[src/verilog/scm_defines.svh]
`ifndef SCM_DEFINES_SVH
`define SCM_DEFINES_SVH

`define SCM_IDX_CTRL 6'h1b
`define SCM_IDX_MULT 6'h1c
`define SCM_IDX_DIV 6'h1d
`define SCM_IDX_HOLD 6'h1e
`define SCM_IDX_STAT 6'h1f

`define SCM_CTRL_MODE_LSB 0
`define SCM_CTRL_MAXRATE 2
`define SCM_CTRL_OVR1 3
`define SCM_CTRL_WAVE 5
`define SCM_CTRL_FIFOLINE 6
`define SCM_CTRL_MASK 8'h6f
`define SCM_HOLD_FIFO_RST 7
`define SCM_HOLD_W 7

`define SCM_CTRL_RST 8'h02
`define SCM_MODE_RST 2'h2
`define SCM_MULT_RST 8'h00
`define SCM_DIV_RST 8'h00
`define SCM_HOLD_RST 7'h00
`define SCM_FACTOR_RST 9'h001
`define SCM_HOLDOFF_MAX 127

`endif

[src/verilog/scm_pkg.sv]
package scm_pkg;

    typedef enum logic [1:0] {
        SCM_MODE_OUT_MULT = 2'h0,
        SCM_MODE_ALL_MULT = 2'h1,
        SCM_MODE_OFF = 2'h2,
        SCM_MODE_ALL_NOMULT = 2'h3
    } scm_pll_mode_t;

    typedef enum logic {
        SCM_HOLD_IDLE = 1'b0,
        SCM_HOLD_COUNT = 1'b1
    } scm_hold_state_t;

    typedef struct packed {
        scm_hold_state_t state;
        logic [6:0] count;
    } scm_hold_t;

    typedef struct packed {
        logic [7:0] ctrl;
        logic [7:0] mult;
        logic [7:0] div;
        logic [6:0] holdoff;
        logic pready;
        logic pslverr;
        logic [31:0] prdata;
        logic firstLoopLock;
        logic maxModulationRate;
        logic [1:0] pllMode;
        logic spreadEnable;
        logic multiplyEnable;
        logic spreadAllClocks;
        logic [8:0] multiplierFactor;
        logic [8:0] dividerFactor;
        logic fifoReset;
        logic waveformReset;
    } scm_state_t;

endpackage

[src/verilog/scm_ctrl_if.sv]
`timescale 1ns/1ps
`default_nettype none
`include "scm_defines.svh"

interface scm_ctrl_if;
    logic lineStart;
    logic [`SCM_HOLD_W-1:0] holdoff;
    logic fire;
    logic counting;

    modport ctrl (output lineStart, output holdoff, input fire, input counting);
    modport timer (input lineStart, input holdoff, output fire, output counting);
endinterface

`default_nettype wire

[src/verilog/scm_line_sync.sv]
`timescale 1ns/1ps
`default_nettype none

module scm_line_sync #(
    parameter int W = 2
) (
    input wire logic clock,
    input wire logic rst_n,
    input wire logic [W-1:0] asyncIn,
    output logic [W-1:0] level,
    output logic [W-1:0] rise
);
    logic [W-1:0] stage1;
    logic [W-1:0] stage2;
    logic [W-1:0] stage3;

    if (W < 1) begin : g_bad_width
        $error("scm_line_sync: W must be at least 1");
    end

    // stage1 feeds stage2 only; edges are taken from stage2 and stage3
    always_ff @(posedge clock) begin
        if (!rst_n) begin
            stage1 <= '0;
            stage2 <= '0;
            stage3 <= '0;
        end else begin
            stage1 <= asyncIn;
            stage2 <= stage1;
            stage3 <= stage2;
        end
    end

    assign level = stage2;
    assign rise = stage2 & ~stage3;
endmodule

`default_nettype wire

[src/verilog/scm_holdoff.sv]
`timescale 1ns/1ps
`default_nettype none
`include "scm_defines.svh"

module scm_holdoff
    import scm_pkg::*;
#(
    parameter int HW = 7
) (
    input wire logic clock,
    input wire logic rst_n,
    scm_ctrl_if.timer link
);
    scm_hold_t st;
    scm_hold_t next_st;
    logic fire;

    if (HW != `SCM_HOLD_W) begin : g_bad_width
        $error("scm_holdoff: HW must match the holdoff field");
    end

    always_comb begin
        next_st = st;
        fire = 1'b0;
        if (link.lineStart) begin
            // a new line start always restarts the wait
            if (link.holdoff == 7'h00) begin
                fire = 1'b1;
                next_st.state = SCM_HOLD_IDLE;
            end else begin
                next_st.state = SCM_HOLD_COUNT;
                next_st.count = 7'h01;
            end
        end else begin
            unique case (st.state)
                SCM_HOLD_IDLE: begin
                    next_st.count = 7'h00;
                end
                SCM_HOLD_COUNT: begin
                    // >= so a holdoff lowered mid-wait cannot strand the count
                    if (st.count >= link.holdoff) begin
                        fire = 1'b1;
                        next_st.state = SCM_HOLD_IDLE;
                    end else begin
                        next_st.count = st.count + 7'h01;
                    end
                end
            endcase
        end
    end

    always_ff @(posedge clock) begin
        if (!rst_n) begin
            st <= '0;
        end else begin
            st <= next_st;
        end
    end

    assign link.fire = fire;
    assign link.counting = (st.state == SCM_HOLD_COUNT);
endmodule

`default_nettype wire

[src/verilog/scm_spread_clock_ctrl.sv]
`timescale 1ns/1ps
`default_nettype none
`include "scm_defines.svh"

// Overview of operation
// - first loop lock override bit forces lock indication high; clear lets detector through.
// - max rate bit forces fastest modulation instead of line-length-tied rate.
// - two-bit loop mode field resets to loops and spread generator disabled.
// - mode field selects spread-all no-mult, spread-all with mult, outputs-only with mult.
// - multiplied output frequency is input times multiplier over divider.
// - multiplier factor is stored numerator plus one, one through 256.
// - divider factor is stored denominator plus one, one through 256.
// - writing one to fifo reset bit pulses a fifo reset; bit self-clears.
// - seven-bit holdoff delays line-start resets by 0 to 127 cycles.
// - fifo-at-line-start bit resets fifo per line start, else only at spread start or on a manual fifo reset write.
// - waveform-at-line-start bit resets modulation waveform per line start, else never.
module scm_spread_clock_ctrl
    import scm_pkg::*;
(
    input wire logic clock,
    input wire logic rst_n,
    input wire logic psel,
    input wire logic penable,
    input wire logic pwrite,
    input wire logic [7:0] paddr,
    input wire logic [31:0] pwdata,
    output logic pready,
    output logic pslverr,
    output logic [31:0] prdata,
    input wire logic lineStartPin,
    input wire logic firstLoopLockRaw,
    output logic firstLoopLock,
    output logic maxModulationRate,
    output logic [1:0] pllMode,
    output logic spreadEnable,
    output logic multiplyEnable,
    output logic spreadAllClocks,
    output logic [8:0] multiplierFactor,
    output logic [8:0] dividerFactor,
    output logic fifoReset,
    output logic waveformReset
);
    scm_state_t st;
    scm_state_t next_st;
    logic [1:0] syncLevel;
    logic [1:0] syncRise;
    logic lockSync;
    logic [5:0] idx;
    logic mapped;
    logic setup;
    logic wrHit;
    logic manualFifo;
    logic spreadStart;
    logic [31:0] rdData;
    logic [7:0] statusByte;

    scm_ctrl_if link ();

    // both come from off-domain logic, so both take two flops first
    scm_line_sync #(
        .W(2)
    ) u_sync (
        .clock(clock),
        .rst_n(rst_n),
        .asyncIn({firstLoopLockRaw, lineStartPin}),
        .level(syncLevel),
        .rise(syncRise)
    );

    scm_holdoff #(
        .HW(`SCM_HOLD_W)
    ) u_hold (
        .clock(clock),
        .rst_n(rst_n),
        .link(link.timer)
    );

    assign lockSync = syncLevel[1];
    assign link.lineStart = syncRise[0];
    assign link.holdoff = st.holdoff;

    assign statusByte = {4'h0, syncLevel[0], spreadEnable, link.counting, firstLoopLock};

    always_comb begin
        idx = paddr[7:2];
        setup = psel & ~penable;
        mapped = (idx == `SCM_IDX_CTRL) || (idx == `SCM_IDX_MULT) || (idx == `SCM_IDX_DIV)
            || (idx == `SCM_IDX_HOLD) || (idx == `SCM_IDX_STAT);
        wrHit = psel & penable & st.pready & pwrite;
        manualFifo = wrHit & (idx == `SCM_IDX_HOLD) & pwdata[`SCM_HOLD_FIFO_RST];
        spreadStart = (st.pllMode == SCM_MODE_OFF) && (st.ctrl[1:0] != SCM_MODE_OFF);
        case (idx)
            `SCM_IDX_CTRL: rdData = {24'h00_0000, st.ctrl};
            `SCM_IDX_MULT: rdData = {24'h00_0000, st.mult};
            `SCM_IDX_DIV: rdData = {24'h00_0000, st.div};
            // fifo reset bit always reads back as zero
            `SCM_IDX_HOLD: rdData = {25'h000_0000, st.holdoff};
            `SCM_IDX_STAT: rdData = {24'h00_0000, statusByte};
            default: rdData = 32'h0000_0000;
        endcase
    end

    always_comb begin
        next_st = st;
        // zero wait states: ready in the first access cycle
        next_st.pready = setup;
        next_st.pslverr = setup & ~mapped;
        next_st.prdata = (setup & ~pwrite) ? rdData : 32'h0000_0000;

        if (wrHit) begin
            case (idx)
                `SCM_IDX_CTRL: next_st.ctrl = pwdata[7:0] & `SCM_CTRL_MASK;
                `SCM_IDX_MULT: next_st.mult = pwdata[7:0];
                `SCM_IDX_DIV: next_st.div = pwdata[7:0];
                `SCM_IDX_HOLD: next_st.holdoff = pwdata[6:0];
                default: next_st.ctrl = st.ctrl;
            endcase
        end

        next_st.firstLoopLock = st.ctrl[`SCM_CTRL_OVR1] | lockSync;
        next_st.maxModulationRate = st.ctrl[`SCM_CTRL_MAXRATE];
        next_st.pllMode = st.ctrl[1:0];

        unique case (scm_pll_mode_t'(st.ctrl[1:0]))
            SCM_MODE_OFF: begin
                next_st.spreadEnable = 1'b0;
                next_st.multiplyEnable = 1'b0;
                next_st.spreadAllClocks = 1'b0;
            end
            SCM_MODE_ALL_NOMULT: begin
                next_st.spreadEnable = 1'b1;
                next_st.multiplyEnable = 1'b0;
                next_st.spreadAllClocks = 1'b1;
            end
            SCM_MODE_ALL_MULT: begin
                next_st.spreadEnable = 1'b1;
                next_st.multiplyEnable = 1'b1;
                next_st.spreadAllClocks = 1'b1;
            end
            SCM_MODE_OUT_MULT: begin
                next_st.spreadEnable = 1'b1;
                next_st.multiplyEnable = 1'b1;
                next_st.spreadAllClocks = 1'b0;
            end
        endcase

        // the loop takes fout = fin * multiplier / divider from these
        next_st.multiplierFactor = {1'b0, st.mult} + 9'h001;
        next_st.dividerFactor = {1'b0, st.div} + 9'h001;

        // one-cycle pulses; spread start always recentres the fifo
        next_st.fifoReset = manualFifo | spreadStart
            | (link.fire & st.ctrl[`SCM_CTRL_FIFOLINE]);
        next_st.waveformReset = link.fire & st.ctrl[`SCM_CTRL_WAVE];
    end

    always_ff @(posedge clock) begin
        if (!rst_n) begin
            st <= '0;
            st.ctrl <= `SCM_CTRL_RST;
            st.mult <= `SCM_MULT_RST;
            st.div <= `SCM_DIV_RST;
            st.holdoff <= `SCM_HOLD_RST;
            st.pllMode <= `SCM_MODE_RST;
            st.multiplierFactor <= `SCM_FACTOR_RST;
            st.dividerFactor <= `SCM_FACTOR_RST;
        end else begin
            st <= next_st;
        end
    end

    assign pready = st.pready;
    assign pslverr = st.pslverr;
    assign prdata = st.prdata;
    assign firstLoopLock = st.firstLoopLock;
    assign maxModulationRate = st.maxModulationRate;
    assign pllMode = st.pllMode;
    assign spreadEnable = st.spreadEnable;
    assign multiplyEnable = st.multiplyEnable;
    assign spreadAllClocks = st.spreadAllClocks;
    assign multiplierFactor = st.multiplierFactor;
    assign dividerFactor = st.dividerFactor;
    assign fifoReset = st.fifoReset;
    assign waveformReset = st.waveformReset;
endmodule

`default_nettype wire

[config.mk]
export PLATFORM = sky130hd
export DESIGN_NAME = scm_spread_clock_ctrl
export DESIGN_NICKNAME = d
export VERILOG_FILES = /design/src/verilog/scm_pkg.sv /design/src/verilog/scm_ctrl_if.sv /design/src/verilog/scm_line_sync.sv /design/src/verilog/scm_holdoff.sv /design/src/verilog/scm_spread_clock_ctrl.sv
export VERILOG_INCLUDE_DIRS = /design/src /design/src/verilog
export SDC_FILE = /design/constraint.sdc
export NUM_CORES = 1
export LEC_CHECK = 0
export BUFFER_PORTS_ARGS = -buffer_cell sky130_fd_sc_hd__buf_2
export CORE_ASPECT_RATIO = 1.25
export CORE_MARGIN = 4
export CORE_UTILIZATION = 52
export DETAILED_ROUTE_END_ITERATION = 12
export GPL_TIMING_DRIVEN = 0
export PLACE_DENSITY_LB_ADDON = 0.3
export SYNTH_ARGS = -nofsm -noshare
export SYNTH_HDL_FRONTEND = slang
export SYNTH_SLANG_ARGS = --single-unit
[constraint.sdc]
create_clock -name clock -period 2.8 [get_ports clock]
set_clock_uncertainty 0.2 [all_clocks]
set_input_delay 0.42 -clock clock [delete_from_list [all_inputs] [get_ports clock]]
set_output_delay 0.42 -clock clock [all_outputs]
set_load 0.05 [all_outputs]
==> flow_summary.ini <==
[synthesis]
synth_area_um2 = 3690
synth_adder_area_share_pct = 3.39
synthMuxAreaShare_pct = 8.13
yosys.area_share.simple_pct = 21.1
yosysUniqueCellTypes = 49
synth-seq-area-share_pct = 42.8
synth_ff_type = dfxtp_1
synth_edf_count = 0
ys_seq_elements = 79
netlist_instances = 391
synth_compound_area_share_pct = 8.74
ys_async_sr_fraction_pct = 0
synth_top_family_by_area = simple AND/OR/NAND/NOR gates
syn_avg_cell_area_um2 = 9.45
ys_warn_count = 0
synthXorXnorAreaFrac_pct = 2.37

[route]
wire_per_inst_um = 13.8
route.vias.total = 2914
routed_wl_um = 7950
vias_per_cell = 5.07
ant_nets = 0
drtPass1Iterations = 5
drc_errors = 0
drt_iter0_drc = 223

[sta]
fin_setup_tns_ps = 0
timing.final.ws_setup_ps = 435
setup_viol = 0
min_period_over_period_pct = 84.4
fmax_mhz = 423
hold_viol = 0
finalCriticalPeriod_ps = 2360
tightest_slew_ps = 927
slew_violations = 0
rsz0062_at_grt = false
slew_headroom_pct = 37.7

[layout]
n_antenna_cell = 0
utilization_pct = 64.1
layout_commonest_cell = dfxtp_1
final_cell_mix = dfxtp_1, buf_2, nor2_1, buf_4, mux2i_1
fillers = 607
areaGrowthSynthToFinish_pct = 20.4
layout-drive-gt1-share_pct = 28.5
final_area_um2 = 4450
final_nets = 537

[hold_path]
min_path_type = input port to flop

[grt]
grt_pass1_wl_um = 12800
grt_max_degree = 15
antenna_found_initial = 0
grt.total_usage_pct = 19.1
overflow = 0
first_global_vias = 2732

[pwr]
vdd_ir_drop_max_v = 0.000303
power.density_nw_per_um2 = 550
leakagePower_nw = 1.91

[floorplan]
fp-row-count = 34
die_y_um = 102
fp.dieArea_um2 = 8520
fp.dieW_um = 83.4
core_um2 = 6930
io_pins = 108
initial_core_util_pct = 53.3

[placement]
io_buffers = 55
place_area_um2 = 4170
hpwl_um = 6060
gp_congestion = 0.825
dp_slack_ps = 462

[worst_setup_path]
cp_top_family = simple AND/OR/NAND/NOR gates
path_class = flop to flop
path_cells = inv_1, ha_1, nand2b_4, a2111oi_4, nor3_2, or4_1, o211ai_1
crit_fanout = 8
start_kind = flop
arrival_ps = 2430
crit_required_ps = 2870
critical_path.slowest_cell = or4_1
critPathBufInv = 1
crit_path_max_incr_delay_ps = 540
endpoint_kind = flop

[clocking]
ctsHtreeMaxLevel = 3
clock_latency_ps = 350
cts_buffers = 9
clkTransAtPathRegs_ps = 80
cts_tree = built
cts_sinks = 79
cts_resized = 0
cts.hold.buffers_added = 0
postCtsSetupBuffers = 0
cts_buffer_depth = 2
root_buffer = clkbuf_8

[status]
status = finished clean

[job]
maxCapViolations = 0
-- power by group --
group	switching [mW]	leakage, nW	internal, mW	total, mW
logic	0.134	1.14	0.0470	0.181
registers	0.00210	0.638	1.13	1.13
clock network	0.421	0.139	0.714	1.14
total	0.557	1.91	1.89	2.45
-- layer usage --
layer / GRT usage (%) / vias to the layer above / share of wire, %
met4: 10.1 / 0 / 3.0
met2: 34.1 / 105 / 53
li1: - / 1455 / -
met5: 0 / - / 0
met1: 21.1 / 1336 / 39
met3: 4.76 / 18 / 5.0
-- final cells by class --
cell class | instances | area [µm²] | share of cell area [%]
Buffer | 65 | 449 | 10.1
Clock buffer | 10 | 138 | 3.10
Clock inverter | 6 | 140 | 3.15
Inverter | 12 | 45.0 | 1.01
Multi-Input combinational cell | 258 | 1700 | 38.3
Sequential cell | 79 | 1580 | 35.6
Tap cell | 90 | 113 | 2.53
Timing Repair Buffer | 55 | 275 | 6.19
-- registers in the layout, indices dropped and copies added, names as in the netlist --
| register | cells |
|---|---|
| multiplierFactor | 9 |
| pready | 1 |
| link.holdoff | 7 |
| spreadAllClocks | 1 |
| spreadEnable | 1 |
| dividerFactor | 9 |
| fifoReset | 1 |
| u_hold.link.counting | 1 |
| next_st | 3 |
| st | 19 |
| u_sync.stage3 | 1 |
| maxModulationRate | 1 |
| pslverr | 1 |
| pllMode | 2 |
| u_sync.level | 2 |
| multiplyEnable | 1 |
| waveformReset | 1 |
| firstLoopLock | 1 |
| u_hold.st | 7 |
| u_sync.stage1 | 2 |
| prdata | 8 |
-- worst register-to-register path: stages (launching register included) --
cell and delay [ps]:
dfxtp_1 390, inv_1 90, ha_1 280, nand2b_4 150, a2111oi_4 390, nor3_2 140
or4_1 540, o211ai_1 110
-- Yosys cell counts (3+ instances only) --
master,n,area share [%]
a21oi_1,12,1.6
a222oi_1,6,1.6
a22oi_1,5,1.0
and2_1,11,1.9
and3_1,5,0.85
buf_4,52,11
clkbuf_1,8,0.81
dfxtp_1,79,43
ha_1,10,3.4
inv_1,12,1.2
mux2i_1,30,8.1
nand2_1,19,1.9
nand3_1,15,2.0
nand4_1,3,0.51
nor2_1,53,5.4
nor3_1,7,0.95
nor4_4,3,1.7
o211ai_1,5,1.0
o21ai_0,3,0.41
or3_1,7,1.2
or4_1,4,0.81
xnor2_1,4,0.95
xor2_1,6,1.4
-- final timing paths --
check                                end                   startpoint  slack (ps)  cells after the start
max reg2reg    u_hold.st[3]$_SDFFE_PN0P_    u_hold.st[0]$_SDFFE_PN0P_         440                      7
min          u_sync.stage1[0]$_SDFF_PN0_                 lineStartPin          80                      2
max            u_hold.st[3]$_SDFFE_PN0P_    u_hold.st[0]$_SDFFE_PN0P_         440                      7
min reg2reg   u_sync.level[0]$_SDFF_PN0_  u_sync.stage1[0]$_SDFF_PN0_         230                      1
-- cell families (layout without fill, tap and decap cells) --
kind of cell    after synthesis  in the layout
mux                          30             30
simple gates                141            141
buf+inv                      77            148
compound gates               43             43
xor+xnor                     10             10
fa+ha+maj                    10             10
other cells                   1             24
flops                        79             79
-- per-stage QoR --
step           std cells  hold slack [ps]  total power, mW
6_report             575             79.1             2.45
5_1_grt              575             67.7             2.52
4_1_cts              575             66.2             2.46
2_1_floorplan        414              195             1.30
3_5_place_dp         559              219             1.33
3_3_place_gp         559              216             1.33
Power figures use the tool's default switching activity.
